==> src/port_a_mux_pkg.sv <==
// Constants shared by the port A pin function multiplexer
package port_a_mux_pkg;

	// ==========================================================
	// Sizes
	localparam int NUM_PINS = 32; // Port A pin count
	localparam int NUM_INPUTS = 12; // Routed peripheral inputs
	localparam int SYNC_STAGES = 3; // Synchroniser stages on each pin input

	// ==========================================================
	// Register byte addresses
	localparam logic [7:0] SEL_LOW_ADDR = 8'h00; // Select, pins 0-15
	localparam logic [7:0] SEL_HIGH_ADDR = 8'h04; // Select, pins 16-31
	localparam logic [7:0] PIN_LEVEL_ADDR = 8'h08; // Synced pin levels
	localparam logic [7:0] DEFAULTED_ADDR = 8'h0c; // Inputs on default

	// ==========================================================
	// Reset values and writable bits (reserved fields read zero)
	localparam logic [31:0] SEL_LOW_RESET = 32'h0000_0000;
	localparam logic [31:0] SEL_HIGH_RESET = 32'h0000_0000;
	localparam logic [31:0] SEL_LOW_WMASK = 32'h0300_ffff;
	localparam logic [31:0] SEL_HIGH_WMASK = 32'h0f00_00ff;
	localparam logic [31:0] READ_IDLE = 32'h0000_0000;

	// ==========================================================
	// Select field codes
	localparam logic [1:0] SEL_GPIO = 2'h0; // General I/O
	localparam logic [1:0] SEL_PERIPH1 = 2'h1; // Peripheral choice 1
	localparam logic [1:0] SEL_PERIPH2 = 2'h2; // Peripheral choice 2
	localparam logic [1:0] SEL_PERIPH3 = 2'h3; // Peripheral choice 3

	// ==========================================================
	// Pins that carry peripheral functions
	localparam int PIN_0 = 0;
	localparam int PIN_1 = 1;
	localparam int PIN_2 = 2;
	localparam int PIN_3 = 3;
	localparam int PIN_4 = 4;
	localparam int PIN_5 = 5;
	localparam int PIN_6 = 6;
	localparam int PIN_7 = 7;
	localparam int PIN_12 = 12;
	localparam int PIN_16 = 16;
	localparam int PIN_17 = 17;
	localparam int PIN_18 = 18;
	localparam int PIN_19 = 19;
	localparam int PIN_28 = 28;
	localparam int PIN_29 = 29;

	// ==========================================================
	// Peripheral input positions in periphInput and DEFAULTED
	localparam int IN_TRIP1 = 0;
	localparam int IN_TRIP2 = 1;
	localparam int IN_TRIP3 = 2;
	localparam int IN_SYNC = 3;
	localparam int IN_CAPTURE = 4;
	localparam int IN_SPI_CLK = 5;
	localparam int IN_SPI_STE = 6;
	localparam int IN_SPI_SIMO = 7;
	localparam int IN_SPI_SOMI = 8;
	localparam int IN_SERIAL_RX = 9;
	localparam int IN_I2C_DATA = 10;
	localparam int IN_I2C_CLOCK = 11;

	// Fixed levels when zero or several pins feed an input
	localparam logic [NUM_INPUTS-1:0] INPUT_DEFAULTS = 12'hfb7;
	localparam logic [NUM_INPUTS-1:0] INPUT_RESET = 12'hfb7;

endpackage

==> src/pin_sync_if.sv <==
// Carrier between the mux and its pin input synchroniser
`timescale 1ns/1ps
interface pin_sync_if #(parameter int WIDTH = 32);
	logic [WIDTH-1:0] raw; // Pin levels straight from the pads
	logic [WIDTH-1:0] level; // Levels after synchronising

	modport sync (input raw, output level);
	modport user (output raw, input level);
endinterface

==> src/port_a_pin_function_mux.sv <==
// Port A pin function multiplexer with its select registers
//
// The address map and the plain strobed port were chosen for this implementation.
`timescale 1ns/1ps
module port_a_pin_function_mux
	import port_a_mux_pkg::*;
(
	input wire logic clk, // System clock, 50 MHz
	input wire logic reset, // Synchronous, active high
	input wire logic [7:0] regAddr, // Register byte address
	input wire logic [31:0] regWrData, // Register write data
	input wire logic regWrite, // Write strobe
	input wire logic regRead, // Read strobe
	output logic [31:0] regRdData, // Read data, cycle after strobe
	input wire logic [NUM_PINS-1:0] pinIn, // Pad input levels
	output logic [NUM_PINS-1:0] pinOut, // Pad output levels
	output logic [NUM_PINS-1:0] pinOe, // Pad output enables
	input wire logic [NUM_PINS-1:0] gpioOut, // General I/O drive
	input wire logic [NUM_PINS-1:0] gpioOe, // General I/O enables
	output logic [NUM_PINS-1:0] gpioIn, // Synced pin levels
	input wire logic [3:0] pwmOutA, // PWM units 1-4, output A
	input wire logic [3:0] pwmOutB, // PWM units 1-4, output B
	input wire logic comparator1Out, // Comparator 1 result
	input wire logic comparator2Out, // Comparator 2 result
	input wire logic pwmSyncOutput, // PWM sync output
	input wire logic capture1Out, // Capture 1 drive
	input wire logic capture1Oe, // Capture 1 enable
	input wire logic spiClockOut, // SPI clock drive
	input wire logic spiClockOe, // SPI clock enable
	input wire logic spiSlaveEnableOut, // SPI slave enable drive
	input wire logic spiSlaveEnableOe, // SPI slave enable enable
	input wire logic spiDataToSlaveOut, // SPI master-out drive
	input wire logic spiDataToSlaveOe, // SPI master-out enable
	input wire logic spiDataFromSlaveOut, // SPI slave-out drive
	input wire logic spiDataFromSlaveOe, // SPI slave-out enable
	input wire logic serialTransmit, // Serial transmit line
	input wire logic i2cDataPullLow, // I2C data pulls low
	input wire logic i2cClockPullLow, // I2C clock pulls low
	input wire logic clockOutputPin, // Clock output source
	output logic [NUM_INPUTS-1:0] periphInput // Routed inputs
);

	// ==========================================================
	// Pin input synchroniser
	pin_sync_if #(.WIDTH(NUM_PINS)) syncBus ();
	logic [NUM_PINS-1:0] pinLevel; // Filtered pad levels

	assign syncBus.raw = pinIn;
	assign pinLevel = syncBus.level;

	pin_sync #(
		.WIDTH(NUM_PINS)
	) pinSyncInst (
		.clk(clk),
		.reset(reset),
		.port(syncBus)
	);

	// ==========================================================
	// Select registers
	logic [31:0] selLow_reg; // Pins 0-15, two bits each
	logic [31:0] selHigh_reg; // Pins 16-31, two bits each
	logic [63:0] selAll; // Both registers as one field array

	assign selAll = {selHigh_reg, selLow_reg};

	// Software writes; reserved fields stay zero
	always_ff @(posedge clk) begin
		if (reset) begin
			selLow_reg <= SEL_LOW_RESET;
			selHigh_reg <= SEL_HIGH_RESET;
		end else if (regWrite) begin
			if (regAddr == SEL_LOW_ADDR) begin
				selLow_reg <= regWrData & SEL_LOW_WMASK;
			end else if (regAddr == SEL_HIGH_ADDR) begin
				selHigh_reg <= regWrData & SEL_HIGH_WMASK;
			end
		end
	end

	// ==========================================================
	// Register read port
	logic [31:0] rdData_reg; // Read data, valid one cycle
	logic [31:0] rdData_next; // Decoded read value
	logic [NUM_INPUTS-1:0] defaulted_reg; // Inputs on default

	// Address decode; unmapped addresses read zero
	always_comb begin
		rdData_next = READ_IDLE;
		unique case (regAddr)
			SEL_LOW_ADDR: rdData_next = selLow_reg;
			SEL_HIGH_ADDR: rdData_next = selHigh_reg;
			PIN_LEVEL_ADDR: rdData_next = pinLevel;
			DEFAULTED_ADDR: rdData_next = 32'(defaulted_reg);
			default: rdData_next = READ_IDLE;
		endcase
	end

	// Data stand only in the cycle after the strobe
	always_ff @(posedge clk) begin
		if (reset) begin
			rdData_reg <= READ_IDLE;
		end else if (regRead) begin
			rdData_reg <= rdData_next;
		end else begin
			rdData_reg <= READ_IDLE;
		end
	end

	assign regRdData = rdData_reg;

	// ==========================================================
	// Helpers
	// Field of one pin from the joined select array
	function automatic logic [1:0] selOf(input logic [63:0] sels,
		input int pin);
		selOf = sels[2*pin +: 2];
	endfunction

	// Default unless exactly one source is selected, then follow it
	function automatic logic [1:0] pickInput(input logic [2:0] hits,
		input logic [2:0] levels, input logic dflt);
		logic single;
		single = (hits != 3'h0) && ((hits & (hits - 3'h1)) == 3'h0);
		if (single) begin
			pickInput = {1'b0, |(hits & levels)};
		end else begin
			pickInput = {1'b1, dflt};
		end
	endfunction

	// ==========================================================
	// Pin output mux
	logic [NUM_PINS-1:0] pinOut_next; // Pad drive before the flop
	logic [NUM_PINS-1:0] pinOe_next; // Pad enable before the flop

	// Each pin follows its own field, so a peripheral output may
	// appear on several pins at once.
	// Reserved codes leave the pin undriven; software must not use
	// them, and this is the safest reading of an undefined state.
	always_comb begin
		for (int i = 0; i < NUM_PINS; i++) begin
			if (selOf(selAll, i) == SEL_GPIO) begin
				pinOut_next[i] = gpioOut[i];
				pinOe_next[i] = gpioOe[i];
			end else begin
				pinOut_next[i] = 1'b0;
				pinOe_next[i] = 1'b0;
			end
		end
		// PWM A outputs on pins 0, 2, 4
		if (selOf(selAll, PIN_0) == SEL_PERIPH1) begin
			pinOut_next[PIN_0] = pwmOutA[0];
			pinOe_next[PIN_0] = 1'b1;
		end
		if (selOf(selAll, PIN_2) == SEL_PERIPH1) begin
			pinOut_next[PIN_2] = pwmOutA[1];
			pinOe_next[PIN_2] = 1'b1;
		end
		if (selOf(selAll, PIN_4) == SEL_PERIPH1) begin
			pinOut_next[PIN_4] = pwmOutA[2];
			pinOe_next[PIN_4] = 1'b1;
		end
		// PWM B and comparator or capture on pins 1, 3, 5
		unique case (selOf(selAll, PIN_1))
			SEL_PERIPH1: begin
				pinOut_next[PIN_1] = pwmOutB[0];
				pinOe_next[PIN_1] = 1'b1;
			end
			SEL_PERIPH3: begin
				pinOut_next[PIN_1] = comparator1Out;
				pinOe_next[PIN_1] = 1'b1;
			end
			default: ;
		endcase
		unique case (selOf(selAll, PIN_3))
			SEL_PERIPH1: begin
				pinOut_next[PIN_3] = pwmOutB[1];
				pinOe_next[PIN_3] = 1'b1;
			end
			SEL_PERIPH3: begin
				pinOut_next[PIN_3] = comparator2Out;
				pinOe_next[PIN_3] = 1'b1;
			end
			default: ;
		endcase
		unique case (selOf(selAll, PIN_5))
			SEL_PERIPH1: begin
				pinOut_next[PIN_5] = pwmOutB[2];
				pinOe_next[PIN_5] = 1'b1;
			end
			SEL_PERIPH3: begin
				pinOut_next[PIN_5] = capture1Out;
				pinOe_next[PIN_5] = capture1Oe;
			end
			default: ;
		endcase
		// Pin 6: PWM4 A, sync input (undriven), sync output
		unique case (selOf(selAll, PIN_6))
			SEL_PERIPH1: begin
				pinOut_next[PIN_6] = pwmOutA[3];
				pinOe_next[PIN_6] = 1'b1;
			end
			SEL_PERIPH3: begin
				pinOut_next[PIN_6] = pwmSyncOutput;
				pinOe_next[PIN_6] = 1'b1;
			end
			default: ;
		endcase
		// Pin 7: PWM4 B; serial receive leaves it undriven
		if (selOf(selAll, PIN_7) == SEL_PERIPH1) begin
			pinOut_next[PIN_7] = pwmOutB[3];
			pinOe_next[PIN_7] = 1'b1;
		end
		// Pin 12: serial transmit; trip zone 1 is input only
		if (selOf(selAll, PIN_12) == SEL_PERIPH2) begin
			pinOut_next[PIN_12] = serialTransmit;
			pinOe_next[PIN_12] = 1'b1;
		end
		// Pins 16, 17: SPI data lines, drive set by the SPI
		if (selOf(selAll, PIN_16) == SEL_PERIPH1) begin
			pinOut_next[PIN_16] = spiDataToSlaveOut;
			pinOe_next[PIN_16] = spiDataToSlaveOe;
		end
		if (selOf(selAll, PIN_17) == SEL_PERIPH1) begin
			pinOut_next[PIN_17] = spiDataFromSlaveOut;
			pinOe_next[PIN_17] = spiDataFromSlaveOe;
		end
		// Pin 18: SPI clock, serial transmit, clock output
		unique case (selOf(selAll, PIN_18))
			SEL_PERIPH1: begin
				pinOut_next[PIN_18] = spiClockOut;
				pinOe_next[PIN_18] = spiClockOe;
			end
			SEL_PERIPH2: begin
				pinOut_next[PIN_18] = serialTransmit;
				pinOe_next[PIN_18] = 1'b1;
			end
			SEL_PERIPH3: begin
				pinOut_next[PIN_18] = clockOutputPin;
				pinOe_next[PIN_18] = 1'b1;
			end
			default: ;
		endcase
		// Pin 19: SPI slave enable, serial receive, capture 1
		unique case (selOf(selAll, PIN_19))
			SEL_PERIPH1: begin
				pinOut_next[PIN_19] = spiSlaveEnableOut;
				pinOe_next[PIN_19] = spiSlaveEnableOe;
			end
			SEL_PERIPH3: begin
				pinOut_next[PIN_19] = capture1Out;
				pinOe_next[PIN_19] = capture1Oe;
			end
			default: ;
		endcase
		// Pin 28: I2C data is open drain, only ever pulls low
		if (selOf(selAll, PIN_28) == SEL_PERIPH2) begin
			pinOut_next[PIN_28] = 1'b0;
			pinOe_next[PIN_28] = i2cDataPullLow;
		end
		// Pin 29: serial transmit, I2C clock open drain
		unique case (selOf(selAll, PIN_29))
			SEL_PERIPH1: begin
				pinOut_next[PIN_29] = serialTransmit;
				pinOe_next[PIN_29] = 1'b1;
			end
			SEL_PERIPH2: begin
				pinOut_next[PIN_29] = 1'b0;
				pinOe_next[PIN_29] = i2cClockPullLow;
			end
			default: ;
		endcase
	end

	// ==========================================================
	// Peripheral input routing
	logic [1:0] route [NUM_INPUTS]; // {defaulted, level} per input

	// Candidate pins for each input, checked against their fields
	always_comb begin
		route[IN_TRIP1] = pickInput(
			{2'h0, selOf(selAll, PIN_12) == SEL_PERIPH1},
			{2'h0, pinLevel[PIN_12]}, INPUT_DEFAULTS[IN_TRIP1]);
		route[IN_TRIP2] = pickInput(
			{1'b0, selOf(selAll, PIN_16) == SEL_PERIPH3,
			selOf(selAll, PIN_28) == SEL_PERIPH3},
			{1'b0, pinLevel[PIN_16], pinLevel[PIN_28]},
			INPUT_DEFAULTS[IN_TRIP2]);
		route[IN_TRIP3] = pickInput(
			{1'b0, selOf(selAll, PIN_17) == SEL_PERIPH3,
			selOf(selAll, PIN_29) == SEL_PERIPH3},
			{1'b0, pinLevel[PIN_17], pinLevel[PIN_29]},
			INPUT_DEFAULTS[IN_TRIP3]);
		route[IN_SYNC] = pickInput(
			{2'h0, selOf(selAll, PIN_6) == SEL_PERIPH2},
			{2'h0, pinLevel[PIN_6]}, INPUT_DEFAULTS[IN_SYNC]);
		route[IN_CAPTURE] = pickInput(
			{1'b0, selOf(selAll, PIN_5) == SEL_PERIPH3,
			selOf(selAll, PIN_19) == SEL_PERIPH3},
			{1'b0, pinLevel[PIN_5], pinLevel[PIN_19]},
			INPUT_DEFAULTS[IN_CAPTURE]);
		route[IN_SPI_CLK] = pickInput(
			{2'h0, selOf(selAll, PIN_18) == SEL_PERIPH1},
			{2'h0, pinLevel[PIN_18]}, INPUT_DEFAULTS[IN_SPI_CLK]);
		route[IN_SPI_STE] = pickInput(
			{2'h0, selOf(selAll, PIN_19) == SEL_PERIPH1},
			{2'h0, pinLevel[PIN_19]}, INPUT_DEFAULTS[IN_SPI_STE]);
		route[IN_SPI_SIMO] = pickInput(
			{2'h0, selOf(selAll, PIN_16) == SEL_PERIPH1},
			{2'h0, pinLevel[PIN_16]}, INPUT_DEFAULTS[IN_SPI_SIMO]);
		route[IN_SPI_SOMI] = pickInput(
			{2'h0, selOf(selAll, PIN_17) == SEL_PERIPH1},
			{2'h0, pinLevel[PIN_17]}, INPUT_DEFAULTS[IN_SPI_SOMI]);
		route[IN_SERIAL_RX] = pickInput(
			{selOf(selAll, PIN_7) == SEL_PERIPH2,
			selOf(selAll, PIN_19) == SEL_PERIPH2,
			selOf(selAll, PIN_28) == SEL_PERIPH1},
			{pinLevel[PIN_7], pinLevel[PIN_19], pinLevel[PIN_28]},
			INPUT_DEFAULTS[IN_SERIAL_RX]);
		route[IN_I2C_DATA] = pickInput(
			{2'h0, selOf(selAll, PIN_28) == SEL_PERIPH2},
			{2'h0, pinLevel[PIN_28]}, INPUT_DEFAULTS[IN_I2C_DATA]);
		route[IN_I2C_CLOCK] = pickInput(
			{2'h0, selOf(selAll, PIN_29) == SEL_PERIPH2},
			{2'h0, pinLevel[PIN_29]}, INPUT_DEFAULTS[IN_I2C_CLOCK]);
	end

	// ==========================================================
	// Output registers
	logic [NUM_PINS-1:0] pinOut_reg; // Registered pad drive
	logic [NUM_PINS-1:0] pinOe_reg; // Registered pad enable
	logic [NUM_INPUTS-1:0] periphInput_reg; // Registered inputs

	// Pads: reset hands every pin to general I/O, undriven
	always_ff @(posedge clk) begin
		if (reset) begin
			pinOut_reg <= '0;
			pinOe_reg <= '0;
		end else begin
			pinOut_reg <= pinOut_next;
			pinOe_reg <= pinOe_next;
		end
	end

	// Peripheral inputs; during reset they rest at their defaults
	always_ff @(posedge clk) begin
		if (reset) begin
			periphInput_reg <= INPUT_RESET;
			defaulted_reg <= '1;
		end else begin
			for (int k = 0; k < NUM_INPUTS; k++) begin
				periphInput_reg[k] <= route[k][0];
				defaulted_reg[k] <= route[k][1];
			end
		end
	end

	assign pinOut = pinOut_reg;
	assign pinOe = pinOe_reg;
	assign periphInput = periphInput_reg;
	// General I/O always sees the pad, whatever the function
	assign gpioIn = pinLevel;

endmodule

==> src/pin_sync.sv <==
// Three-flop pin synchroniser with agreement filter
`timescale 1ns/1ps
module pin_sync
	import port_a_mux_pkg::*;
#(
	parameter int WIDTH = 32
) (
	input wire logic clk, // System clock
	input wire logic reset, // Synchronous, active high
	pin_sync_if.sync port // Raw in, filtered level out
);

	// ==========================================================
	// Synchroniser chain
	logic [WIDTH-1:0] stage1_reg; // Metastable stage, read by stage 2 only
	logic [WIDTH-1:0] stage2_reg; // Second stage
	logic [WIDTH-1:0] stage3_reg; // Third stage
	logic [WIDTH-1:0] level_reg; // Accepted level

	// Shift the pad levels through three flops
	always_ff @(posedge clk) begin
		if (reset) begin
			stage1_reg <= '0;
			stage2_reg <= '0;
			stage3_reg <= '0;
		end else begin
			stage1_reg <= port.raw;
			stage2_reg <= stage1_reg;
			stage3_reg <= stage2_reg;
		end
	end

	// ==========================================================
	// Agreement filter
	// A change is accepted only once stages two and three agree,
	// so a one-cycle glitch past the first flop never passes.
	always_ff @(posedge clk) begin
		if (reset) begin
			level_reg <= '0;
		end else begin
			for (int i = 0; i < WIDTH; i++) begin
				if (stage2_reg[i] == stage3_reg[i]) begin
					level_reg[i] <= stage3_reg[i];
				end
			end
		end
	end

	assign port.level = level_reg;

endmodule

==> config.mk <==
export PLATFORM = sky130hd
export DESIGN_NAME = port_a_pin_function_mux
export DESIGN_NICKNAME = d
export VERILOG_FILES = /design/src/port_a_mux_pkg.sv /design/src/pin_sync_if.sv /design/src/port_a_pin_function_mux.sv /design/src/pin_sync.sv
export SDC_FILE = /design/constraint.sdc
export NUM_CORES = 1
export LEC_CHECK = 0
export BUFFER_PORTS_ARGS = -buffer_cell sky130_fd_sc_hd__buf_2
export CAP_MARGIN = 20
export CORE_ASPECT_RATIO = 0.8
export CORE_MARGIN = 10
export CORE_UTILIZATION = 45
export CTS_BUF_LIST = sky130_fd_sc_hd__clkbuf_4 sky130_fd_sc_hd__clkbuf_8 sky130_fd_sc_hd__clkbuf_16
export DETAILED_ROUTE_END_ITERATION = 16
export GPL_ROUTABILITY_DRIVEN = 0
export PLACE_DENSITY = 0.78
export SLEW_MARGIN = 20
export SYNTH_ARGS = -nofsm -noshare
export SYNTH_HDL_FRONTEND = slang
export SYNTH_SLANG_ARGS = --single-unit
export TNS_END_PERCENT = 30
==> constraint.sdc <==
create_clock -name clk -period 2.3 [get_ports clk]
set_clock_uncertainty 0.2 [all_clocks]
set_input_delay 0.115 -clock clk [delete_from_list [all_inputs] [get_ports clk]]
set_output_delay 0.115 -clock clk [all_outputs]
set_load 0.05 [all_outputs]
-- Word level (Yosys, flattened, before mapping)
Index checks and enable logic that the tools add are counted.
- logic and storage cells: 353
- register bits: 278
- input bits: 165
- bitwise logic cells: 39
- reduce and logical (&&, ||, !) cells: 76
- $add $sub $neg: 12
- mux-type cells: 71
- equality and inequality tests: 67
- operators by type and width (kind ; number):
    32-bit case mux with 4 select lines ; 1
    1-bit two-way mux ; 47
    3-bit OR reduction ; 13
    3-bit zero test ; 12
    2-bit equality test, second input constant ; 17
    2-bit OR reduction ; 17
    1-bit equality test ; 32
    2-bit by 1-bit equality test with 1-bit output, second input constant ; 15
    2-bit zero test ; 15
    1-bit by 3-bit AND with 3-bit output ; 8
    2-bit two-way mux ; 12
    1-bit case mux with 2 select lines ; 10
    8-bit by 4-bit equality test with 1-bit output, second input constant ; 2
    1-bit by 1-bit subtractor with 2-bit output, second input constant ; 8
    1-bit inverter ; 15
    1-bit logical AND ; 12
    2-bit by 3-bit AND with 3-bit output ; 3
    2-bit by 1-bit subtractor with 3-bit output, second input constant ; 3
    1-bit AND ; 8
    8-bit by 3-bit equality test with 1-bit output, second input constant ; 1
    8-bit zero test ; 1
    2-bit AND ; 3
    3-bit AND ; 2
    2-bit nonzero test ; 3
    other kinds (5) ; 5

-- Logic depth before layout (Yosys ltp)
Gate-level depths: netlist (run 1).
- depth after elaboration: 7
- mapped depth: 6
- gate-level depth less buffers: 5

-- Cells and area by module
From an unflattened synthesis (run 1), not the netlist that was laid out.
- cells, all modules: 867
- area, all modules: 9147.5 µm²
- by module, submodules not included (module ; cells an instance ; area an instance (µm²) ; times used):
    port_a_pin_function_mux ; 533 ; 5452.7 ; 1
    pin_sync ; 334 ; 3694.8 ; 1

-- Worst setup path before layout (run 1)
OpenSTA, ideal clock, no wires.
- path type: input-to-reg
- start point: input port regAddr[5]
- end point: register rdData_reg[26], in the netlist regRdData[26]
- arrival time: 1.479 ns
- data required time: 2.036 ns
- path slack: 0.557 ns
- stages: 6
- cells stage by stage: or4_1 > buf_2 > or3_1 > buf_6 > buf_12 > nor2_2
- cells in the longest elaborated chain, start to end: 2
- RTL lines (what ; line ; RTL):
    start: declaration ; port_a_pin_function_mux.sv:10 ; input wire logic [7:0] regAddr,
    8-bit by 4-bit equality test with 1-bit output, or another cell as far along ; port_a_pin_function_mux.sv:90 ; unique case (regAddr)
    32-bit case mux with 4 select lines * ; port_a_pin_function_mux.sv:90 ;
    end signal: assignment ; port_a_pin_function_mux.sv:104 ; rdData_reg <= rdData_next;
    end: declaration ; port_a_pin_function_mux.sv:83 ; logic [31:0] rdData_reg;
Every way passes the cells marked *; elsewhere a longest branch is shown, timed or not.
A chain may end at the register's enable or synchronous reset.

-- Final worst setup path (run 1)
- start point: input port regAddr[2]
- end point: register selHigh_reg[6]
- cells in the longest elaborated chain, start to end: 3
- RTL lines (what ; line ; RTL):
    8-bit zero test ; port_a_pin_function_mux.sv:73 ; if (regAddr == SEL_LOW_ADDR) begin
    1-bit inverter (no source line) ; n/a ;
    3-bit AND reduction (no source line) * ; n/a ;
    end signal: assignment ; port_a_pin_function_mux.sv:76 ; selHigh_reg <= regWrData & SEL_HIGH_WMASK;
    end: declaration ; port_a_pin_function_mux.sv:62 ; logic [31:0] selHigh_reg;
Marks and branches as above.

==> qor.yml, run 1 <==
endpoint_kind: "flip-flop"
num-nets-final: 1468
cts_made_buffers: 28
synth_area_mm2: 0.00909
chipWidth_um: 179
antenna_found_initial: 7
clockRootBuffer: "clkbuf_16"
crit_arrival_ps: 2490
die_area_mm2: 0.0263
cp_slowest_stage_delay_ps: 560
required_ps: 2530
rsz0062_at_grt: "true"
fill_cells: 1412
layout-drive-gt1-share: 0.304
synth_xor_area_frac: 0.00386
pre_cts_ws_ps: 376
synth-simple-area-share: 0.201
crit_path_start_kind: "primary input"
irDropWorstVdd_v: 0.000562
clockBufferDepth: 3
layout_common_cells: "291 x buf_2, 276 x dfxtp_1, 164 x dlygate4sd3_1"
worstMarginPinSlew_ps: 630
first_iter_violations: 498
clkTransAtPathRegs_ps: 60
vias: 7779
finalSetupViolations: 0
max-cap-violations: 0
hold_viol: 0
cts_max_level: 1
timing.fmax_mhz: 442
cts_tree: "built"
seq_area_frac_synth: 0.613
multi_input_area_mm2: 0.00330
ys_ff_latch: 278
core_area_mm2: 0.0199
routed_via_density: 4.90
synth.distinct_cells: 47
grt_pass1_wl_um: 44200
r2r_slack_ps: 110
crit_type: "in -> reg"
seqCellArea_mm2: 0.00557
area_growth_syn_to_layout_pct: 46.9
hpwl_um: 18300
worst_slack_ps: 36.8
final_common_cell: "buf_2"
finalMaxSlewViolations: 0
grt_pass1_vias: 8072
grt_max_degree: 65
crit_slowest_cell: "dlygate4sd3_1"
io_pins: 305
drt_pass1_iterations: 5
synth_compound_area_frac: 0.0784
wl_per_cell_um: 18.2
avgSynthCellArea_um2: 10.8
leakage_nw: 5.81
synth_mux_area_frac: 0.0734
clock_sinks: 278
track_usage: 0.209
clk_latency_ps: 540
start_util: 0.458
die_h_um: 147
slew_headroom: 0.580
cp_cell_sequence: "dlygate4sd3_1 -> buf_2 -> buf_4 -> nand3b_1 -> buf_4 -> o311ai_0 -> o41ai_1 -> dlygate4sd3_1"
row_count: 46
power.density_mw_per_mm2: 765
finalCritPeriodShare: 0.984
p_total_mw: 10.2
ys_warn_count: 0
postSynthCellCount: 843
synth_top_family_by_area: "simple AND/OR/NAND/NOR gates"
cp_max_fo: 21
hp-class: "in -> reg"
ant_nets: 0
syn_nets: 1012
io_buffers: 292
drc_errors: 0
outcome: "finished, final reports clean"
post_cts_buffers: 0
overflow: 0
fin_util: 0.672
yosys.area_share.adder: 0.00551
fin_crit_ps: 2260
drt_wl_total_um: 28900
==> final timing paths <==
kind	startpoint	to	cells past startpoint
max	regAddr[2]	selHigh_reg[6]	8
max reg2reg	selLow_reg[8]	pinOut[4]	4
min	regAddr[6]	selHigh_reg[4]	4
min reg2reg	pinSyncInst.stage1_reg[12]	pinSyncInst.stage2_reg[12]	1
==> cell usage after synthesis (all sizes together) <==
master	instances	area (um2)
a211oi	1	7.51
a21o	1	7.51
a21oi	41	205
a22oi	12	90.1
a2bb2oi	2	17.5
and2	13	81.3
and3	1	6.26
and3b	2	17.5
and4	1	8.76
buf	6	50.0
clkbuf	40	151
clkinv	1	3.75
dfxtp	278	5570
ha	4	50.1
inv	7	26.3
mux2	11	124
mux2i	34	340
mux4	9	203
nand2	83	312
nand2b	3	18.8
nand3	1	5.00
nand3b	2	15.0
nand4	4	25.0
nor2	41	194
nor2b	144	916
nor3	16	80.1
nor3b	4	30.0
nor4	2	12.5
nor4b	1	8.76
o211ai	1	7.51
o21ai	36	180
o311ai	10	87.6
o31ai	4	30.0
o41ai	9	78.8
or2	8	50.1
or3	2	12.5
or3b	2	17.5
or4	2	15.0
xnor2	1	8.76
xor2	3	26.3
==> power breakdown <==
part | leakage [nW] | total, mW | switching [mW] | internal, mW
Clock | 0.429 | 4.29 | 1.81 | 2.47
Combinational | 3.11 | 0.935 | 0.510 | 0.425
Sequential | 2.28 | 4.99 | 0.0420 | 4.95
==> metal layers <==
metal | vias to the layer above | GRT usage | wire length [um]
li1 | 3746 | - | -
met1 | 3613 | 0.248 | 11600
met2 | 348 | 0.346 | 13400
met3 | 70 | 0.0733 | 2910
met4 | 2 | 0.0693 | 949
met5 | - | 0 | 12
==> cells by family after synthesis <==
group	count (synthesis)
buffers and inverters	54
multiplexers	54
AND/OR/NAND/NOR	332
AO/OA/AOI/OAI	117
adder cells (fa/ha/maj)	4
flip-flops	278
XOR/XNOR	4
==> worst max-delay path: cells and delay by family <==
kind | cells | cell delay [ps]
and+or+nand+nor | 1 | 110
buffers and inverters | 5 | 1820
AOI/OAI and AO/OA | 2 | 430
==> final cells by class <==
class,instances,area share
multi-input cells,511,0.247
flip-flops and latches,278,0.417
repair buffers,472,0.242
well taps,264,0.0247
inverters,8,0.00225
clock buffers,38,0.0613
clock inverters,9,0.00412
diodes,7,0.00131
==> through the flow <==
stage | instance area (um2) | std cells | setup TNS (ps) | hold slack (ps)
after floorplan | 9090 | 843 | 0 | 43.2
after global placement | 10800 | 1369 | 0 | 121
after detailed placement | 10800 | 1369 | 0 | 127
after CTS | 13300 | 1581 | 0 | 44.8
after global routing | 13300 | 1583 | -63.9 | 65.7
final | 13300 | 1587 | 0 | 61.5
==> timing repair <==
item                                   CTS  global route
setup endpoints to repair                0            16
gates resized for setup                  0             6
hold buffers                           165             0
endpoints found under the hold margin  168             0
No activity file was read; power rests on OpenSTA's default activity.
==> inputs of run 2 (changes only) <==
Settings changed: PLACE_DENSITY 0.78 to 0.77, SYNTH_HIERARCHICAL from default to 1.
==> run 2 against run 1 <==
Effect of this change: critical path depth decreased by 1; clock-buffer cell count increased by 6; sequential power about the same; global-route usage increased by 2.1 points; die area increased by 0.59%; setup slack got worse by 13 ps; first-iteration DRC count increased by 23%; hold slack got worse by 41 ps; synthesized cell count increased by 2.8%; power increased by 4.8%; combinational power increased by 2%; largest power group unchanged; highest routed layer unchanged.
==> qor.yml, run 2 <==
outcome: "finished, final reports clean"
cp_cell_sequence: "dlygate4sd3_1 -> buf_2 -> nor2_2 -> buf_6 -> dlygate4sd3_1 -> nand4_1 -> a21oi_1"
hold_start: "regAddr[2]"
routed_via_density: 5.09  # +3.9%
worstHoldPathCells: 5  # +1
endpoint_kind: "flip-flop"
hp-class: "in -> reg"
crit_type: "in -> reg"
ff2ff_path_depth: 5  # +1
core_area_mm2: 0.0199  # +0.29%
first_iter_violations: 611  # +23%
slew_headroom: 0.502  # -0.0781
syn_nets: 1036  # +2.4%
synth.distinct_cells: 44  # -6.4%
finalMaxSlewViolations: 0  # unchanged
io_pins: 305  # unchanged
yosysTopAreaCellShare: 0.608  # -0.00411
ys_async_sr_fraction: 0  # unchanged
clock_sinks: 278  # unchanged
crit_path_start: "regAddr[0]"
drt_pass1_iterations: 8  # +3
clockBufferDepth: 3  # unchanged
track_usage: 0.231  # +0.0214
area_growth_syn_to_layout_pct: 48.6
die_area_mm2: 0.0265  # +0.59%
layout_common_cells: "291 x buf_2, 278 x dfxtp_1, 176 x dlygate4sd3_1"
crit_path_start_kind: "primary input"
clkTransAtPathRegs_ps: 60  # about the same
crit_buf_inv: 4  # -1
num-nets-final: 1494  # +1.8%
cts_made_buffers: 28  # unchanged
final_common_cell: "buf_2"
irDropWorstVdd_v: 0.000667  # +19%
ant_nets: 0  # unchanged
row_count: 46  # unchanged
crit_slowest_cell: "dlygate4sd3_1"
grt_pass1_vias: 8549  # +5.9%
hpwl_um: 19400  # +5.9%
overflow: 0  # unchanged
power.density_mw_per_mm2: 787  # +2.9%
fin_util: 0.683  # +0.0104
layout-drive-gt1-share: 0.288  # -0.0160
wl_per_cell_um: 19.9  # +9.1%
grt_pass1_wl_um: 49400  # +12%
finalSetupViolations: 0  # unchanged
synth.top_cells.by_count: "278 x dfxtp_1, 142 x nor2b_1, 67 x a21oi_1, 49 x nand2_1, 41 x nor2_1"
crit_arrival_ps: 2530  # +40 ps
cp_top_family: "buffers and inverters"
postSynthCellCount: 867  # +2.8%
drc_errors: 0  # unchanged
avgSynthCellArea_um2: 10.6  # -2.1%
required_ps: 2550  # +20 ps
max-cap-violations: 0  # unchanged
start_util: 0.459  # +0.00176
pre_cts_ws_ps: 197  # -179 ps
timing.rr.start: "selHigh_reg[27]"
grt_max_degree: 141  # +120%
chipWidth_um: 179  # +0.30%
tns_ps: 0  # unchanged
vias: 8196  # +5.4%
timing.fmax_mhz: 439  # -0.57%
cp_max_fo: 15  # -29%
r2r_slack_ps: 110  # about the same
ys_ff_latch: 278  # unchanged
holdPathEnd: "regRdData[8]"
synth_top_area_cell: "dfxtp_1"
fin_crit_ps: 2280  # +13.0 ps
drt_wl_total_um: 32000  # +11%
io_buffers: 292  # unchanged
synth-edff-count: 0  # unchanged
synth.most_common_cell: "dfxtp_1"
worstReg2RegEnd: "pinOe[29]"
hold_viol: 0  # unchanged
cts_max_level: 1  # unchanged
cts_tree: "built"
seq_area_frac_synth: 0.608  # -0.00411
cp_slowest_stage_delay_ps: 980  # +420 ps
rsz0062_at_grt: "false"
die_h_um: 148  # +0.29%
antenna_found_initial: 1  # -6
leakage_nw: 5.78  # -0.62%
cp_common_cell: "dlygate4sd3_1"
synth_area_mm2: 0.00915  # +0.67%
ys.flop_type: "dfxtp_1"
worst_slack_ps: 23.8  # -13.0 ps
ys_warn_count: 6  # +6
worstMarginPinSlew_ps: 748  # +117 ps
ys_top_cells_by_area: "dfxtp_1 61%, nor2b_1 9.7%, a21oi_1 3.7%"
clk_latency_ps: 530  # about the same
finalCritPeriodShare: 0.990  # +0.00563
clockRootBuffer: "clkbuf_16"
-- run 2: tightest hold or removal path: cells and delay by family --
family	cells	cell delay, ps
buffers and inverters	2	350
AO/OA/AOI/OAI	1	110
AND/OR/NAND/NOR	2	120
-- run 2: how the worst max path moves through the flow --
stage | end | cells after the start
floorplan | regRdData[26] | 6
global placement | regRdData[3] | 4
detailed placement | regRdData[1] | 4
CTS | selLow_reg[2] | 7
global route | selLow_reg[6] | 8
finish | selLow_reg[10] | 7
-- run 2: layer usage --
metal | global-route usage | routed length [um] | vias to the layer above
li1 | - | - | 3859
met1 | 0.270 | 12800 | 3781
met2 | 0.394 | 14900 | 460
met4 | 0.0726 | 1110 | 2
met5 | 0 | 18 | -
met3 | 0.0751 | 3160 | 94
-- run 2: what timing repair did --
item | in CTS | in global routing
buffers inserted | 0 | 1
setup endpoints to repair | 0 | 13
hold endpoints to repair | 165 | 0
hold buffers | 177 | 0
resized for setup | 0 | 2
-- run 2: layout make-up --
type | count | area [um2]
Clock buffer | 44 | 907
Fill cell | 1404 | 6320
Sequential cell | 278 | 5570
Inverter | 8 | 30.0
Timing Repair Buffer | 484 | 3370
Multi-Input combinational cell | 525 | 3310
Clock inverter | 5 | 80.1
Tap cell | 264 | 330
Antenna cell | 2 | 5.00
-- run 2: logic make-up after synthesis --
group / count (synthesis) / synth area share
adders and majority gates: 4 / 0.00547
AOI/OAI and AO/OA: 153 / 0.0977
DFF: 278 / 0.608
and+or+nand+nor: 328 / 0.200
xor gates and xnor gates: 4 / 0.00383
buffers and inverters: 64 / 0.0317
muxes: 36 / 0.0527
-- run 2: where the power goes --
part           switching [mW]  internal [mW]  total (mW)
combinational           0.531          0.419       0.950
sequential             0.0441           4.95        4.99
clock                    1.85           2.91        4.76
total                    2.42           8.28        10.7
-- run 2: stage by stage --
stage          instance area (um2)  power [mW]  std cells  hold WS (ps)
2_1_floorplan                 9150        5.55        867          43.2
3_3_place_gp                 10800        5.78       1381           122
3_5_place_dp                 10800        5.80       1381           127
4_1_cts                      13600        10.7       1607         0.762
5_1_grt                      13600        11.0       1608          48.9
6_report                     13600        10.7       1610          20.1
==> inputs of run 3 (changes only) <==
Settings changed: CORE_ASPECT_RATIO 0.8 to 1.25.
Clock period 2.3 ns to 2.51 ns, I/O delays scaled along.
==> run 3 against run 2 <==
Effect of this change: clock power decreased by 10%; clock-buffer cell count decreased by 7; setup slack improved by 37 ps; core utilization decreased by 1.4 points; cell count decreased by 0.93%; critical endpoint is now selLow_reg[24].
==> qor.yml, run 3 (same netlist as run 2, synthesis figures left out) <==
max-cap-violations: 0  # unchanged
crit_slowest_cell: "dlygate4sd3_1"
crit_path_start_kind: "primary input"
die_area_mm2: 0.0265  # unchanged
start_util: 0.457  # -0.00264
power.density_mw_per_mm2: 724  # -8.0%
clockRootBuffer: "clkbuf_16"
io_pins: 305  # unchanged
finalSetupViolations: 0  # unchanged
grt_pass1_vias: 8434  # -1.3%
clk_latency_ps: 530  # about the same
leakage_nw: 5.67  # -1.9%
timing.fmax_mhz: 408
hold_viol: 0  # unchanged
slew_headroom: 0.503  # +0.00152
crit_arrival_ps: 2720  # +190 ps
endpoint_kind: "flip-flop"
placed_cell_area_mm2: 0.0108  # -0.28%
layout_common_cells: "291 x buf_2, 278 x dfxtp_1, 165 x dlygate4sd3_1"
wl_per_cell_um: 19.2  # -3.4%
grt_pass1_wl_um: 47100  # -4.6%
required_ps: 2780  # +230 ps
finalCritPeriodShare: 0.976
first_iter_violations: 506  # -17%
worstMarginPinSlew_ps: 745  # -2.27 ps
hp-class: "in -> reg"
routed_via_density: 5.05  # -0.86%
chipWidth_um: 148  # -18%
cts_max_level: 1  # unchanged
core_area_mm2: 0.0200  # +0.58%
drt_wl_total_um: 30600  # -4.3%
row_count: 58  # +26%
n_antenna_cell: 0  # -2
crit_buf_inv: 5  # +1
clkTransAtPathRegs_ps: 80  # +20 ps
cp_common_cell: "dlygate4sd3_1"
cp_cell_sequence: "dlygate4sd3_1 -> buf_2 -> nor4_2 -> buf_4 -> nand4_1 -> dlygate4sd3_1 -> a21oi_1 -> dlygate4sd3_1"
ant_nets: 0  # unchanged
overflow: 0  # unchanged
final_common_cell: "buf_2"
crit_type: "in -> reg"
antenna_found_initial: 0  # -1
drt_pass1_iterations: 5  # -3
clockBufferDepth: 3  # unchanged
cp_slowest_stage_delay_ps: 580  # -400 ps
grt_max_degree: 117  # -17%
num-nets-final: 1477  # -1.1%
cp_max_fo: 10  # -5
hpwl_um: 18900  # -2.5%
area_growth_syn_to_layout_pct: 46.5
cp_top_family: "buffers and inverters"
cts_tree: "built"
die_h_um: 179  # +22%
io_buffers: 292  # unchanged
drc_errors: 0  # unchanged
fin_crit_ps: 2450
finalMaxSlewViolations: 0  # unchanged
final_area_mm2: 0.0134  # -1.4%
track_usage: 0.219  # -0.0116
irDropWorstVdd_v: 0.000623  # -6.7%
cts_made_buffers: 26  # -7.1%
clock_sinks: 278  # unchanged
layout-drive-gt1-share: 0.287  # -0.00115
fin_util: 0.669  # -0.0135
vias: 8050  # -1.8%
outcome: "finished, final reports clean"
==> run 3: worst min-delay path, cell delays in order <==
cell,delay (ps)
buf_2,270
nand3_1,130
o21a_1,110
nor2_1,30
==> run 3: power by group <==
group | internal [mW] | switching, mW | total, mW
Clock | 2.64 | 1.64 | 4.28
Combinational | 0.378 | 0.478 | 0.857
Sequential | 4.53 | 0.0379 | 4.57
==> run 3: timing repair <==
action | CTS | global route
setup endpoints to repair | 0 | 6
hold buffers | 165 | 0
setup buffers | 0 | 3
gates resized for setup | 0 | 1
hold endpoints to repair | 139 | 0
==> run 3: layer usage <==
metal / wire length, um / track usage
met2: 15300 / 0.386
met4: 1150 / 0.0846
met5: 0 / 0
met1: 11200 / 0.237
met3: 2950 / 0.0724
==> run 3: metrics by stage <==
stage	setup TNS [ps]	cells	hold WS (ps)	setup slack, ps	total power, mW
floorplan	0	867	53.7	778	5.08
global placement	0	1382	132	494	5.30
detailed placement	0	1382	137	465	5.31
CTS	0	1592	1.04	182	9.73
global route	-3.23	1595	58.6	-3.23	10.0
finish	0	1595	11.8	61.2	9.70
==> run 3: cell type report <==
class                      count  area (um2)
timing repair buffer         469        3230
inverter                       8        30.0
clock inverter                 8         168
sequential                   278        5570
multi-input combinational    525        3310
clock buffer                  37         769
fill                        1461        6630
tap                          270         338
==> run 3: path summary, 6_finish.rpt <==
| check | cells after the start | start | slack, ps | end |
|---|---|---|---|---|
| min | 4 | regAddr[2] | 10 | regRdData[9] |
| max | 8 | regAddr[7] | 60 | selLow_reg[24] |
| min reg2reg | 1 | pinSyncInst/stage1_reg[21] | 230 | pinSyncInst/stage2_reg[21] |
| max reg2reg | 3 | selHigh_reg[5] | 310 | pinOut[18] |
